$ cat src/qdr_defs.vh
// Offsets, field positions, reset values and timing counts of the quadrature decoder
`ifndef QDR_DEFS_VH
`define QDR_DEFS_VH
`define QDR_OFS_START      12'h000
`define QDR_OFS_STOP       12'h004
`define QDR_OFS_SNAPCLR    12'h008
`define QDR_OFS_SHORTCUT   12'h200
`define QDR_OFS_INTEN      12'h300
`define QDR_OFS_INTSTAT    12'h304
`define QDR_OFS_INTCLR     12'h308
`define QDR_OFS_ENABLE     12'h500
`define QDR_OFS_LEDLEVEL   12'h504
`define QDR_OFS_INTERVAL   12'h508
`define QDR_OFS_STEP       12'h50c
`define QDR_OFS_REPPER     12'h510
`define QDR_OFS_TOTAL      12'h514
`define QDR_OFS_TOTSNAP    12'h518
`define QDR_OFS_LEDPIN     12'h51c
`define QDR_OFS_APIN       12'h520
`define QDR_OFS_BPIN       12'h524
`define QDR_OFS_DEBOUNCE   12'h528
`define QDR_OFS_LEDLEAD    12'h540
`define QDR_OFS_DBLCNT     12'h544
`define QDR_OFS_DBLSNAP    12'h548
`define QDR_PSEL_RESET     32'hffffffff
`define QDR_PSEL_OFF       32'hffffffff
`define QDR_EV_STEPRDY     0
`define QDR_EV_REPORTRDY   1
`define QDR_EV_OVERFLOW    2
`define QDR_SH_REP_SNAP    0
`define QDR_SH_STEP_STOP   1
`define QDR_DBL_MAX        4'hf
`define QDR_BASE_PERIOD_NS 128000
`define QDR_CLK_PERIOD_NS  50
`endif

$ cat src/qdr_quad_decoder.v
// Register-level quadrature decoder: sampling, decoding, totals, snapshot and interrupt
//////////////////////////////////////////////////////////////////////////////
// How it works
// - Valid plus or minus one steps update total
// - Double transition bumps separate count instead
// - Total is 32-bit two's complement signed
// - Overflowing step discarded, total kept, event raised
// - Snapshot task clears total after copying
// - Snapshot task copies both counters, zeroes them
// - Phase B select register picks phase pin
// - All ones in phase B select disables
// - Sample pairs compared: +1, -1, 0, 2
//////////////////////////////////////////////////////////////////////////////
//
// The strobed register port and the register offsets were chosen for this implementation.
`include "qdr_defs.vh"
module qdr_quad_decoder #(
	parameter NPINS      = 32,
	parameter BASE_TICKS = `QDR_BASE_PERIOD_NS / `QDR_CLK_PERIOD_NS
) (
	input  wire              clk,
	input  wire              nrst,
	input  wire [11:0]       addr,
	input  wire [31:0]       wdata,
	input  wire              wr,
	input  wire              rd,
	output reg  [31:0]       rdata,
	input  wire [NPINS-1:0]  pins_in,
	output reg               led_out,
	output reg               irq
);

	// One-hot run states
	localparam ST_IDLE = 2'b01;
	localparam ST_RUN  = 2'b10;

	// Software-visible registers and run state
	reg [1:0]  state;
	reg [1:0]  shortcut;
	reg        enable;
	reg        led_pol;
	reg [2:0]  interval;
	reg [2:0]  rep_per;
	reg [31:0] psel_led;
	reg [31:0] psel_a;
	reg [31:0] psel_b;
	reg        debounce;
	reg [8:0]  led_lead;

	// Live counters and their snapshots
	reg [31:0] step;
	reg [31:0] total;
	reg [31:0] total_snap;
	reg [3:0]  dbl_cnt;
	reg [3:0]  dbl_snap;
	reg [2:0]  int_en;
	reg [2:0]  int_stat;
	reg [1:0]  prev_ab;
	reg        have_prev;
	reg [31:0] tick_cnt;
	reg [8:0]  rep_cnt;

	// Pin select: all ones or out of range leaves phase at 0
	function pin_pick;
		input [31:0]      sel;
		input [NPINS-1:0] pins;
		begin
			if (sel == `QDR_PSEL_OFF || sel >= NPINS)
				pin_pick = 1'b0;
			else
				pin_pick = pins[sel[4:0]];
		end
	endfunction

	// Step code from previous and current pair {a,b}
	function [31:0] decode;
		input [1:0] p;
		input [1:0] c;
		begin
			case ({p, c})
				4'b0001, 4'b0111, 4'b1000, 4'b1110:
					decode = 32'h00000001;
				4'b0010, 4'b0100, 4'b1011, 4'b1101:
					decode = 32'hffffffff;
				4'b0011, 4'b0110, 4'b1001, 4'b1100:
					decode = 32'h00000002;
				default:
					decode = 32'h00000000;
			endcase
		end
	endfunction

	// Samples per report: 10, then 40 per code step
	function [8:0] rep_samples;
		input [2:0] code;
		begin
			if (code == 3'h0)
				rep_samples = 9'h00a;
			else
				rep_samples = {4'h0, code, 2'b00} * 9'h00a;
		end
	endfunction

	// Write strobe aimed at one register offset
	function wr_hit;
		input        strobe;
		input [11:0] a;
		input [11:0] ofs;
		begin
			wr_hit = strobe && (a == ofs);
		end
	endfunction

	wire        cur_a    = pin_pick(psel_a, pins_in);
	wire        cur_b    = pin_pick(psel_b, pins_in);
	wire [31:0] period   = BASE_TICKS << interval;
	wire        running  = (state == ST_RUN) && enable;
	wire        sample_now = running && (tick_cnt >= period - 32'h1);
	wire [31:0] new_step = decode(prev_ab, {cur_a, cur_b});
	wire        is_dbl   = have_prev && (new_step == 32'h00000002);
	wire        is_valid = have_prev && (new_step == 32'h00000001 || new_step == 32'hffffffff);
	wire [31:0] sum      = total + new_step;
	wire        ovf      = is_valid && (total[31] == new_step[31]) && (sum[31] != total[31]);
	wire        dbl_ovf  = is_dbl && (dbl_cnt == `QDR_DBL_MAX);
	wire        ev_step  = sample_now;
	wire        rep_hit  = sample_now && (rep_cnt + 9'h001 >= rep_samples(rep_per));
	wire        ev_rep   = rep_hit && ((is_valid && !ovf) ? (sum != 32'h0) : (total != 32'h0));
	wire        ev_ovf   = sample_now && (ovf || dbl_ovf);
	wire        do_start = wr_hit(wr, addr, `QDR_OFS_START);
	wire        do_stop  = wr_hit(wr, addr, `QDR_OFS_STOP) || (ev_step && shortcut[`QDR_SH_STEP_STOP]);
	wire        do_snap  = wr_hit(wr, addr, `QDR_OFS_SNAPCLR) || (ev_rep && shortcut[`QDR_SH_REP_SNAP]);
	wire        do_clr   = wr_hit(wr, addr, `QDR_OFS_INTCLR);
	wire [2:0]  events   = {ev_ovf, ev_rep, ev_step};
	// LED lead window in clock ticks, 20 per microsecond
	wire        led_used   = psel_led != `QDR_PSEL_OFF;
	wire [31:0] lead_ticks = {23'h0, led_lead} * 32'h00000014;
	wire        led_window = (period - tick_cnt) <= lead_ticks;

	//////////////////////////////////////////////////////////////////////////////
	// Run control and sampling timer
	reg [1:0]  next_state;
	reg [31:0] next_tick;
	always @*
	begin
		next_state = state;
		next_tick  = 32'h0;
		case (state)
			ST_IDLE:
			begin
				if (do_start)
					next_state = ST_RUN;
			end
			ST_RUN:
			begin
				if (do_stop || !enable)
					next_state = ST_IDLE;
				next_tick = sample_now ? 32'h0 : tick_cnt + 32'h1;
			end
			default:
				next_state = ST_IDLE;
		endcase
	end

	always @(posedge clk)
	begin
		if (!nrst)
		begin
			state     <= ST_IDLE;
			tick_cnt  <= 32'h0;
			have_prev <= 1'b0;
			prev_ab   <= 2'b00;
			step      <= 32'h0;
			rep_cnt   <= 9'h000;
		end
		else
		begin
			state    <= next_state;
			tick_cnt <= next_tick;
			if (do_start && state == ST_IDLE)
				have_prev <= 1'b0;
			else if (sample_now)
			begin
				prev_ab   <= {cur_a, cur_b};
				have_prev <= 1'b1;
				step      <= have_prev ? new_step : 32'h0;
				rep_cnt   <= rep_hit ? 9'h000 : rep_cnt + 9'h001;
			end
		end
	end

	//////////////////////////////////////////////////////////////////////////////
	// Totals and snapshots; a step landing with the snapshot goes to the snapshot
	reg [31:0] live_total;
	reg [3:0]  live_dbl;
	reg [31:0] next_total;
	reg [3:0]  next_dbl_cnt;
	reg [31:0] next_total_snap;
	reg [3:0]  next_dbl_snap;
	always @*
	begin
		live_total = total;
		live_dbl   = dbl_cnt;
		if (sample_now && is_valid && !ovf)
			live_total = sum;
		if (sample_now && is_dbl && !dbl_ovf)
			live_dbl = dbl_cnt + 4'h1;
		next_total      = live_total;
		next_dbl_cnt    = live_dbl;
		next_total_snap = total_snap;
		next_dbl_snap   = dbl_snap;
		if (do_snap)
		begin
			next_total_snap = live_total;
			next_dbl_snap   = live_dbl;
			next_total      = 32'h0;
			next_dbl_cnt    = 4'h0;
		end
	end

	always @(posedge clk)
	begin
		if (!nrst)
		begin
			total      <= 32'h0;
			dbl_cnt    <= 4'h0;
			total_snap <= 32'h0;
			dbl_snap   <= 4'h0;
		end
		else
		begin
			total      <= next_total;
			dbl_cnt    <= next_dbl_cnt;
			total_snap <= next_total_snap;
			dbl_snap   <= next_dbl_snap;
		end
	end

	//////////////////////////////////////////////////////////////////////////////
	// LED: on for lead time before each sample, or throughout the run with debounce
	always @(posedge clk)
	begin
		if (!nrst)
			led_out <= 1'b0;
		else if (running && led_used && (debounce || led_window))
			led_out <= led_pol;
		else
			led_out <= ~led_pol;
	end

	//////////////////////////////////////////////////////////////////////////////
	// Sticky status: an event in the clearing cycle stays set
	reg [2:0]  next_int_stat;
	always @*
	begin
		next_int_stat = int_stat;
		if (do_clr)
			next_int_stat = int_stat & ~wdata[2:0];
		next_int_stat = next_int_stat | events;
	end

	// Register writes, sticky status with set over clear, interrupt
	always @(posedge clk)
	begin
		if (!nrst)
		begin
			shortcut <= 2'b00;
			enable   <= 1'b0;
			led_pol  <= 1'b0;
			interval <= 3'h0;
			rep_per  <= 3'h0;
			psel_led <= `QDR_PSEL_RESET;
			psel_a   <= `QDR_PSEL_RESET;
			psel_b   <= `QDR_PSEL_RESET;
			debounce <= 1'b0;
			led_lead <= 9'h000;
			int_en   <= 3'h0;
			int_stat <= 3'h0;
			irq      <= 1'b0;
		end
		else
		begin
			if (wr)
			begin
				case (addr)
					`QDR_OFS_SHORTCUT: shortcut <= wdata[1:0];
					`QDR_OFS_ENABLE:   enable   <= wdata[0];
					`QDR_OFS_LEDLEVEL: led_pol  <= wdata[0];
					`QDR_OFS_INTERVAL: interval <= wdata[2:0];
					`QDR_OFS_REPPER:   rep_per  <= wdata[2:0];
					`QDR_OFS_LEDPIN:   psel_led <= wdata;
					`QDR_OFS_APIN:     psel_a   <= wdata;
					`QDR_OFS_BPIN:     psel_b   <= wdata;
					`QDR_OFS_DEBOUNCE: debounce <= wdata[0];
					`QDR_OFS_LEDLEAD:  led_lead <= wdata[8:0];
					`QDR_OFS_INTEN:    int_en   <= wdata[2:0];
					default:           ;
				endcase
			end
			int_stat <= next_int_stat;
			irq <= |(int_stat & int_en);
		end
	end

	//////////////////////////////////////////////////////////////////////////////
	// Read port: data one cycle after the strobe, zero otherwise
	reg [31:0] next_rdata;
	always @*
	begin
		next_rdata = 32'h0;
		if (rd)
		begin
			case (addr)
				`QDR_OFS_SHORTCUT: next_rdata = {30'h0, shortcut};
				`QDR_OFS_INTEN:    next_rdata = {29'h0, int_en};
				`QDR_OFS_INTSTAT:  next_rdata = {29'h0, int_stat};
				`QDR_OFS_ENABLE:   next_rdata = {31'h0, enable};
				`QDR_OFS_LEDLEVEL: next_rdata = {31'h0, led_pol};
				`QDR_OFS_INTERVAL: next_rdata = {29'h0, interval};
				`QDR_OFS_STEP:     next_rdata = step;
				`QDR_OFS_REPPER:   next_rdata = {29'h0, rep_per};
				`QDR_OFS_TOTAL:    next_rdata = total;
				`QDR_OFS_TOTSNAP:  next_rdata = total_snap;
				`QDR_OFS_LEDPIN:   next_rdata = psel_led;
				`QDR_OFS_APIN:     next_rdata = psel_a;
				`QDR_OFS_BPIN:     next_rdata = psel_b;
				`QDR_OFS_DEBOUNCE: next_rdata = {31'h0, debounce};
				`QDR_OFS_LEDLEAD:  next_rdata = {23'h0, led_lead};
				`QDR_OFS_DBLCNT:   next_rdata = {28'h0, dbl_cnt};
				`QDR_OFS_DBLSNAP:  next_rdata = {28'h0, dbl_snap};
				default:           next_rdata = 32'h0;
			endcase
		end
	end

	always @(posedge clk)
	begin
		if (!nrst)
			rdata <= 32'h0;
		else
			rdata <= next_rdata;
	end

endmodule // qdr_quad_decoder

$ cat config.mk
export PLATFORM = sky130hd
export DESIGN_NAME = qdr_quad_decoder
export DESIGN_NICKNAME = d
export VERILOG_FILES = /design/src/qdr_quad_decoder.v
export VERILOG_INCLUDE_DIRS = /design/src
export SDC_FILE = /design/constraint.sdc
export NUM_CORES = 1
export LEC_CHECK = 0
export BUFFER_PORTS_ARGS = -buffer_cell sky130_fd_sc_hd__buf_2
export CORE_MARGIN = 4
export CORE_UTILIZATION = 40
export CTS_CLUSTER_SIZE = 24
export DETAILED_ROUTE_END_ITERATION = 8
export PLACE_DENSITY = 0.67
export SYNTH_ARGS = -nofsm -noshare
export SYNTH_HDL_FRONTEND = slang
export SYNTH_SLANG_ARGS = --single-unit
$ cat constraint.sdc
create_clock -name clk -period 9.1 [get_ports clk]
set_input_delay 0.455 -clock clk [delete_from_list [all_inputs] [get_ports clk]]
set_output_delay 0.455 -clock clk [all_outputs]
set_load 0.02 [all_outputs]
; ---- Word level (Yosys, flattened, before mapping)
; Memories as Yosys holds them, arrays and structs flattened.
; Cells that the tools add are included.
[word_totals]
latchBits = 0
ram_bits = 0
memories = 1
output_inout_bits = 34
inputBits = 80
mem_bits_ro = 512
regBits = 306
elab_cells = 158
[op_classes]
n_bitwise = 8
n_lt_le_gt_ge = 7
n_mul = 2
n_reduce_logical = 57
n_addsub = 6
shifts = 1
div = 0
eq_ne = 33
mux = 18
[memory_table]
columns = name, depth, word_bits, rd, rd_clocked_by_memory_dff, wr, line_no
row1 = (no name shown), 16, 32, 1, 0, 0, qdr_quad_decoder.v:80  ; case ({p, c})
[op_table]
columns = operator, n
row1 = $pmux W32 S17, 1
row2 = $eq A12 B11 Y1 const B, 14
row3 = $eq A32 B32 Y1 const B, 3
row4 = $ge A32 B6 Y1 const B, 2
row5 = $mux W32, 2
row6 = $reduce_bool A32 Y1, 2
row7 = $eq A12 B10 Y1 const B, 4
row8 = $add A32 B1 Y32 const B, 1
row9 = $add A32 B32 Y32, 1
row10 = $eq A32 B1 Y1 const B, 1
row11 = $eq A32 B2 Y1 const B, 1
row12 = $ge A32 B32 Y1, 1
row13 = $le A32 B14 Y1, 1
row14 = $ne A32 B32 Y1 const B, 1
row15 = $shl A12 B3 Y32 const A, 1
row16 = $sub A32 B1 Y32 const B, 1
row17 = $sub A32 B32 Y32, 1
row18 = $reduce_and A2 Y1, 14
row19 = $logic_and A1 B1 Y1, 24
row20 = $mux W9, 2
row21 = $eq A12 B3 Y1 const B, 1
row22 = $eq A12 B4 Y1 const B, 1
row23 = $logic_not A12 Y1, 1
row24 = $lt A5 B6 Y1 const B, 2
row25 = other kinds (27), 49

; ---- Logic depth before layout (Yosys ltp)
; An unclocked memory read counts as a cell.
[depth]
depth_word = 16
ltp_mapped = 25
ltp_nobuf = 21

; ---- Least setup slack after synthesis
; Ideal clock, no wire load.
[synth_timing]
path_type = reg2reg
start = reg psel_b[0]
end = reg total_snap[23]
path_slack_ps = 2834
required_ps = 8984
arrival_ps = 6149
synth_period_minus_slack_ps = 6266
stages_incl_launch_ff = 24
setup_time_ps = 116
n_path_buf = 4
cell_sequence = dfxtp_1 buf_4 mux4_2 mux2i_1 nand3_1 and3_1 nand3_1 inv_1 ha_1 mux4_2 buf_1 ha_1 clkbuf_1 nand2_1 o21ai_0 a21oi_1 a31oi_1 mux2_2 a211o_1 nor4_2 a311oi_4 clkbuf_2 or3b_1 o211a_1
[synth_between]
elab_chain_cells = 15
elab_cells_between_ends = 26
classes_between = 1 x add/sub / 1 x order compare / 5 x eq/ne / 5 x mux / 13 x reduce/logical / 1 x memory
[synth_lines]
columns = item, line_no
row1 = "start, declared", qdr_quad_decoder.v:46  ; reg [31:0] psel_b;
row2 = "start signal, assigned", qdr_quad_decoder.v:273  ; psel_b <= `QDR_PSEL_RESET;
row3 = "start signal, assigned", qdr_quad_decoder.v:292  ; `QDR_OFS_BPIN: psel_b <= wdata;
row4 = "$ge A32 B6 Y1, or another cell as far along", qdr_quad_decoder.v:68  ; if (sel == `QDR_PSEL_OFF || sel >= NPINS)
row5 = $logic_or A1 B1 Y1 / $mux W1 (equally long branches), "qdr_quad_decoder.v:68, qdr_quad_decoder.v:71"
row6 = $mux W1 (*), qdr_quad_decoder.v:68
row7 = named net cur_b, qdr_quad_decoder.v:115  ; wire cur_b = pin_pick(psel_b, pins_in);
row8 = $mem_v2 Z16 W32 (*), n/a
row9 = "parallel branches: the longest is 11 deep, another holds $add A32 B32 Y32", n/a
row10 = "end signal, assigned", qdr_quad_decoder.v:233  ; total_snap <= next_total_snap;
row11 = "end, declared", qdr_quad_decoder.v:53  ; reg [31:0] total_snap;
; Mark *: on every way through the listed nets, which the timed path passes. The select of a mux whose other input is x is not followed.
; A chain may end at the register's enable or synchronous reset.

; ---- Final worst setup path
[layout_timing]
start = reg psel_b[0]
end = reg dbl_cnt[1]
[layout_between]
elab_chain_cells = 16
elab_cells_between_ends = 31
classes_between = 1 x add/sub / 1 x order compare / 6 x eq/ne / 5 x mux / 17 x reduce/logical / 1 x memory
[layout_lines]
columns = item, line_no
row1 = "$ge A32 B6 Y1, or another cell as far along", qdr_quad_decoder.v:68
row2 = $logic_or A1 B1 Y1 / $mux W1 (equally long branches), "qdr_quad_decoder.v:68, qdr_quad_decoder.v:71"
row3 = $mux W1 (*), qdr_quad_decoder.v:68
row4 = named net cur_b, qdr_quad_decoder.v:115
row5 = $mem_v2 Z16 W32 (*), n/a
row6 = "parallel branches: the longest is 12 deep, another holds $add A32 B32 Y32", n/a
row7 = "end signal, assigned", qdr_quad_decoder.v:232  ; dbl_cnt <= next_dbl_cnt;
row8 = "end, declared", qdr_quad_decoder.v:54  ; reg [3:0] dbl_cnt;
; Marked as above.

==> summary.txt <==
Global route
  • First-pass GRT wire length: 88.4 mm
  • Initial antenna violation count: 0
  • GRT Util Overall: 22.9%
  • Total grt overflow: 0
  • Pin count of the biggest net entering global routing: 116
  • Vias in the first global route: 15,700

Timing
  • RSZ-0062 raised after global routing: no
  • Final worst slack: 1.27 ns
  • Clock Skew: 0.0194 ns
  • Final Hold Vio Count: 0
  • Final Cycle Share: 86.1%
  • Final Critical Period: 7.83 ns
  • Max Freq: 128 MHz
  • Max-slew headroom: 26.6%
  • Slew Limit Fails: 0
  • Tightest Pin Transition: 1.10 ns
  • Setup TNS: 0 ns
  • Final setup viols: 0
  • Worst hold margin: 0.119 ns

Clock network
  • Cts bufs inserted: 31
  • Clock sinks: 277
  • TritonCTS clock tree: done
  • Hold_buf cts: 0
  • Postcts setup bufs: 0
  • PostCTS Resize Cnt: 0
  • Clock Path Buffers: 3
  • CTS clk-pin slew, worst paths: 0.06 ns
  • Clk_lat worst skew: 0.59 ns
  • H-tree Lvls: 1
  • Clk root buf: clkbuf_16

Synthesis
  • Area of the mapped netlist: 17,500 um^2
  • Yosys warns: 0
  • Sequential area share after synthesis: 31.6%
  • Mapped Cells: 2,178
  • Top_reg_cell synth: dfxtp_1
  • Syn avg cell area: 8.05 um^2
  • Post-synth ARST share: 0%
  • Synthesized flop and latch total: 277
  • Post-synth EDFFs: 0
  • Post-synth top cells: nand2_1 (300), dfxtp_1 (277), nand3_1 (167)
  • Largest area contributor in the netlist: dfxtp_1
  • Largest cells by area after synthesis: dfxtp_1 (32%), ha_1 (7.8%), nand2_1 (6.4%)
  • Post-synth top area share: 31.6%
  • Distinct cell type count of the synthesized netlist: 96
  • Count leader, synth: nand2_1

Placement
  • Post-place setup slack: 1.56 ns
  • Placer Congestion: 0.986
  • PortBufs: 113
  • Placed Cells: 2,767
  • Dpl hpwl: 42.2 mm

Floorplan
  • Area of the core: 43,200 um^2
  • Die W: 217 um
  • Top Ports: 114
  • # rows: 76
  • Die Y: 217 um
  • Die area: 47,300 um^2
  • Starting density of the core: 40.6%

Setup path
  • Crit path to: dbl_cnt[1]$_SDFF_PP0_
  • CP max stage cell: mux4_2
  • Worst Reg-to-Reg Cells: 21
  • WS Path Type: reg2reg
  • Critical path arrival: 8.36 ns
  • FF-to-FF Start: psel_b[0]$_SDFFE_PN1P_
  • WP data required: 9.62 ns
  • CP Max Fanout: 58
  • Crit path launch type: flip-flop
  • Reg2reg setup slack: 1.27 ns
  • Critical Path Start: psel_b[0]$_SDFFE_PN1P_
  • R2r endpoint: dbl_cnt[1]$_SDFF_PP0_
  • CP max stage delay: 0.91 ns
  • Crit end category: flip-flop
  • Crit-path cells: mux4_2, mux2i_1, nand3_1, and3_1, nand3_1, inv_1, ha_1, mux4_2, ha_1, nand4_1, nor3_1, o311ai_0, a31o_2, a2111oi_2, a2111oi_4, nor2_2, a311oi_4, buf_4, nor2b_4, buf_4, and3_1

Power and ir drop
  • Peak supply drop: 126 uV
  • Power Density: 134 nW/um^2
  • Sw frac: 21.8%
  • Pint: 2050 uW
  • Flop pwr share: 46.2%
  • Net Sw Power: 572 uW
  • Leakage: 0.00868 uW
  • Clock power share: 51.1%
  • Comb pwr share: 2.7%

Drt
  • Final routed DRC violation total: 0
  • Iteration-0 DRC count of the detailed router: 2,065
  • Post-DRT Antenna Nets: 0
  • Final wirelength: 57.0 mm
  • Via/cell ratio: 6.03
  • Via count: 17,000
  • WL/cell: 20.2 um
  • DRT Pass-1 Iters: 6

Cells and area
  • Synth-to-Final Area Change: 11.6%
  • Final net count: 2,406
  • Ant diodes: 0
  • Layout cells sized above 1: 11.7%
  • Post-Layout Cell Count: 2,824

Hold path
  • Worst min-delay path class: in2reg

Job
  • Max-cap viol count: 0

Run status
  • Outcome: finished, final reports clean
==> flip-flops by register name, summed over array words and instances (netlist names), 9 cells and up <==
name / flops
psel_a: 32
tick_cnt: 32
led_lead: 9
total_snap: 32
psel_led: 32
rdata: 32
psel_b: 32
total: 32
rep_cnt: 9
==> kinds of logic after synthesis <==
logic type      share of synthesized area, %
compound gates                          21.1
buf+inv                                 4.89
fa+ha+maj                               8.00
other cells                           0.0214
simple gates                            25.7
xor+xnor                                3.89
flops                                   31.6
mux                                     4.74
==> critical path, delay by kind of cell (launching register included) <==
family | cells | cell delay, ns
buffers and inverters | 3 | 0.92
AO/OA/AOI/OAI | 5 | 1.44
AND/OR/NAND/NOR | 8 | 2.09
adder cells (fa/ha/maj) | 2 | 0.88
flip-flops | 1 | 0.72
multiplexers | 3 | 1.65
==> how the worst min path moves through the flow <==
stage	endpoint	from	slack (ns)	cells past startpoint
2_1_floorplan	step[0]$_SDFFE_PN0P_	step[0]$_SDFFE_PN0P_	0.44	2
3_3_place_gp	total_snap[31]$_SDFFE_PN0P_	total_snap[31]$_SDFFE_PN0P_	0.45	2
3_5_place_dp	step[0]$_SDFFE_PN0P_	step[0]$_SDFFE_PN0P_	0.45	2
4_1_cts	psel_b[19]$_SDFFE_PN1P_	wdata[19]	0.11	3
5_1_grt	psel_a[12]$_SDFFE_PN1P_	wdata[12]	0.12	3
6_report	psel_b[19]$_SDFFE_PN1P_	wdata[19]	0.12	3
==> metrics by stage <==
stage | total power [uW] | instance area [um^2] | util, %
2_1_floorplan | 1270 | 17600 | -
3_3_place_gp | 1310 | 18500 | 42.8
3_5_place_dp | 1310 | 18500 | 42.8
4_1_cts | 2640 | 19600 | 45.3
5_1_grt | 2690 | 19600 | 45.3
6_report | 2630 | 19600 | 45.3
==> placed cells by master, fill, tap and decap left out, types with 36 or more instances in the layout <==
cell / n
nand3_1: 167
a21oi_1: 135
nor2_1: 122
dfxtp_1: 277
a31oi_1: 39
o21ai_0: 92
nor4_1: 36
and3_1: 56
xnor2_1: 43
ha_1: 109
a22oi_1: 71
buf_2: 112
nand2_1: 300
inv_1: 65
==> area by class of cell <==
class / instances / area (um^2)
clock inverters: 15 / 186
flip-flops and latches: 277 / 5550
clock buffers: 42 / 917
inverters: 65 / 244
repair buffers: 136 / 741
multi-input cells: 1704 / 11200
well taps: 585 / 732
fillers: 4315 / 23600
==> power by group through the flow <==
stage / clock network, uW / registers, uW / logic, uW
3_3_place_gp: 0 / 1240 / 68.0
6_report: 1340 / 1210 / 70.9
2_1_floorplan: 0 / 1240 / 33.5
4_1_cts: 1350 / 1210 / 69.5
5_1_grt: 1400 / 1210 / 76.1
3_5_place_dp: 0 / 1240 / 69.1
==> per-layer routing <==
metal / up-vias / GRT usage (%) / routed length, um
li1: 8054 / - / -
met1: 8184 / 30.9 / 24600
met2: 663 / 38.1 / 26700
met3: 118 / 3.69 / 3970
met4: 0 / 6.44 / 1770
met5: - / 0 / 0
Power figures use the tool's default switching activity.
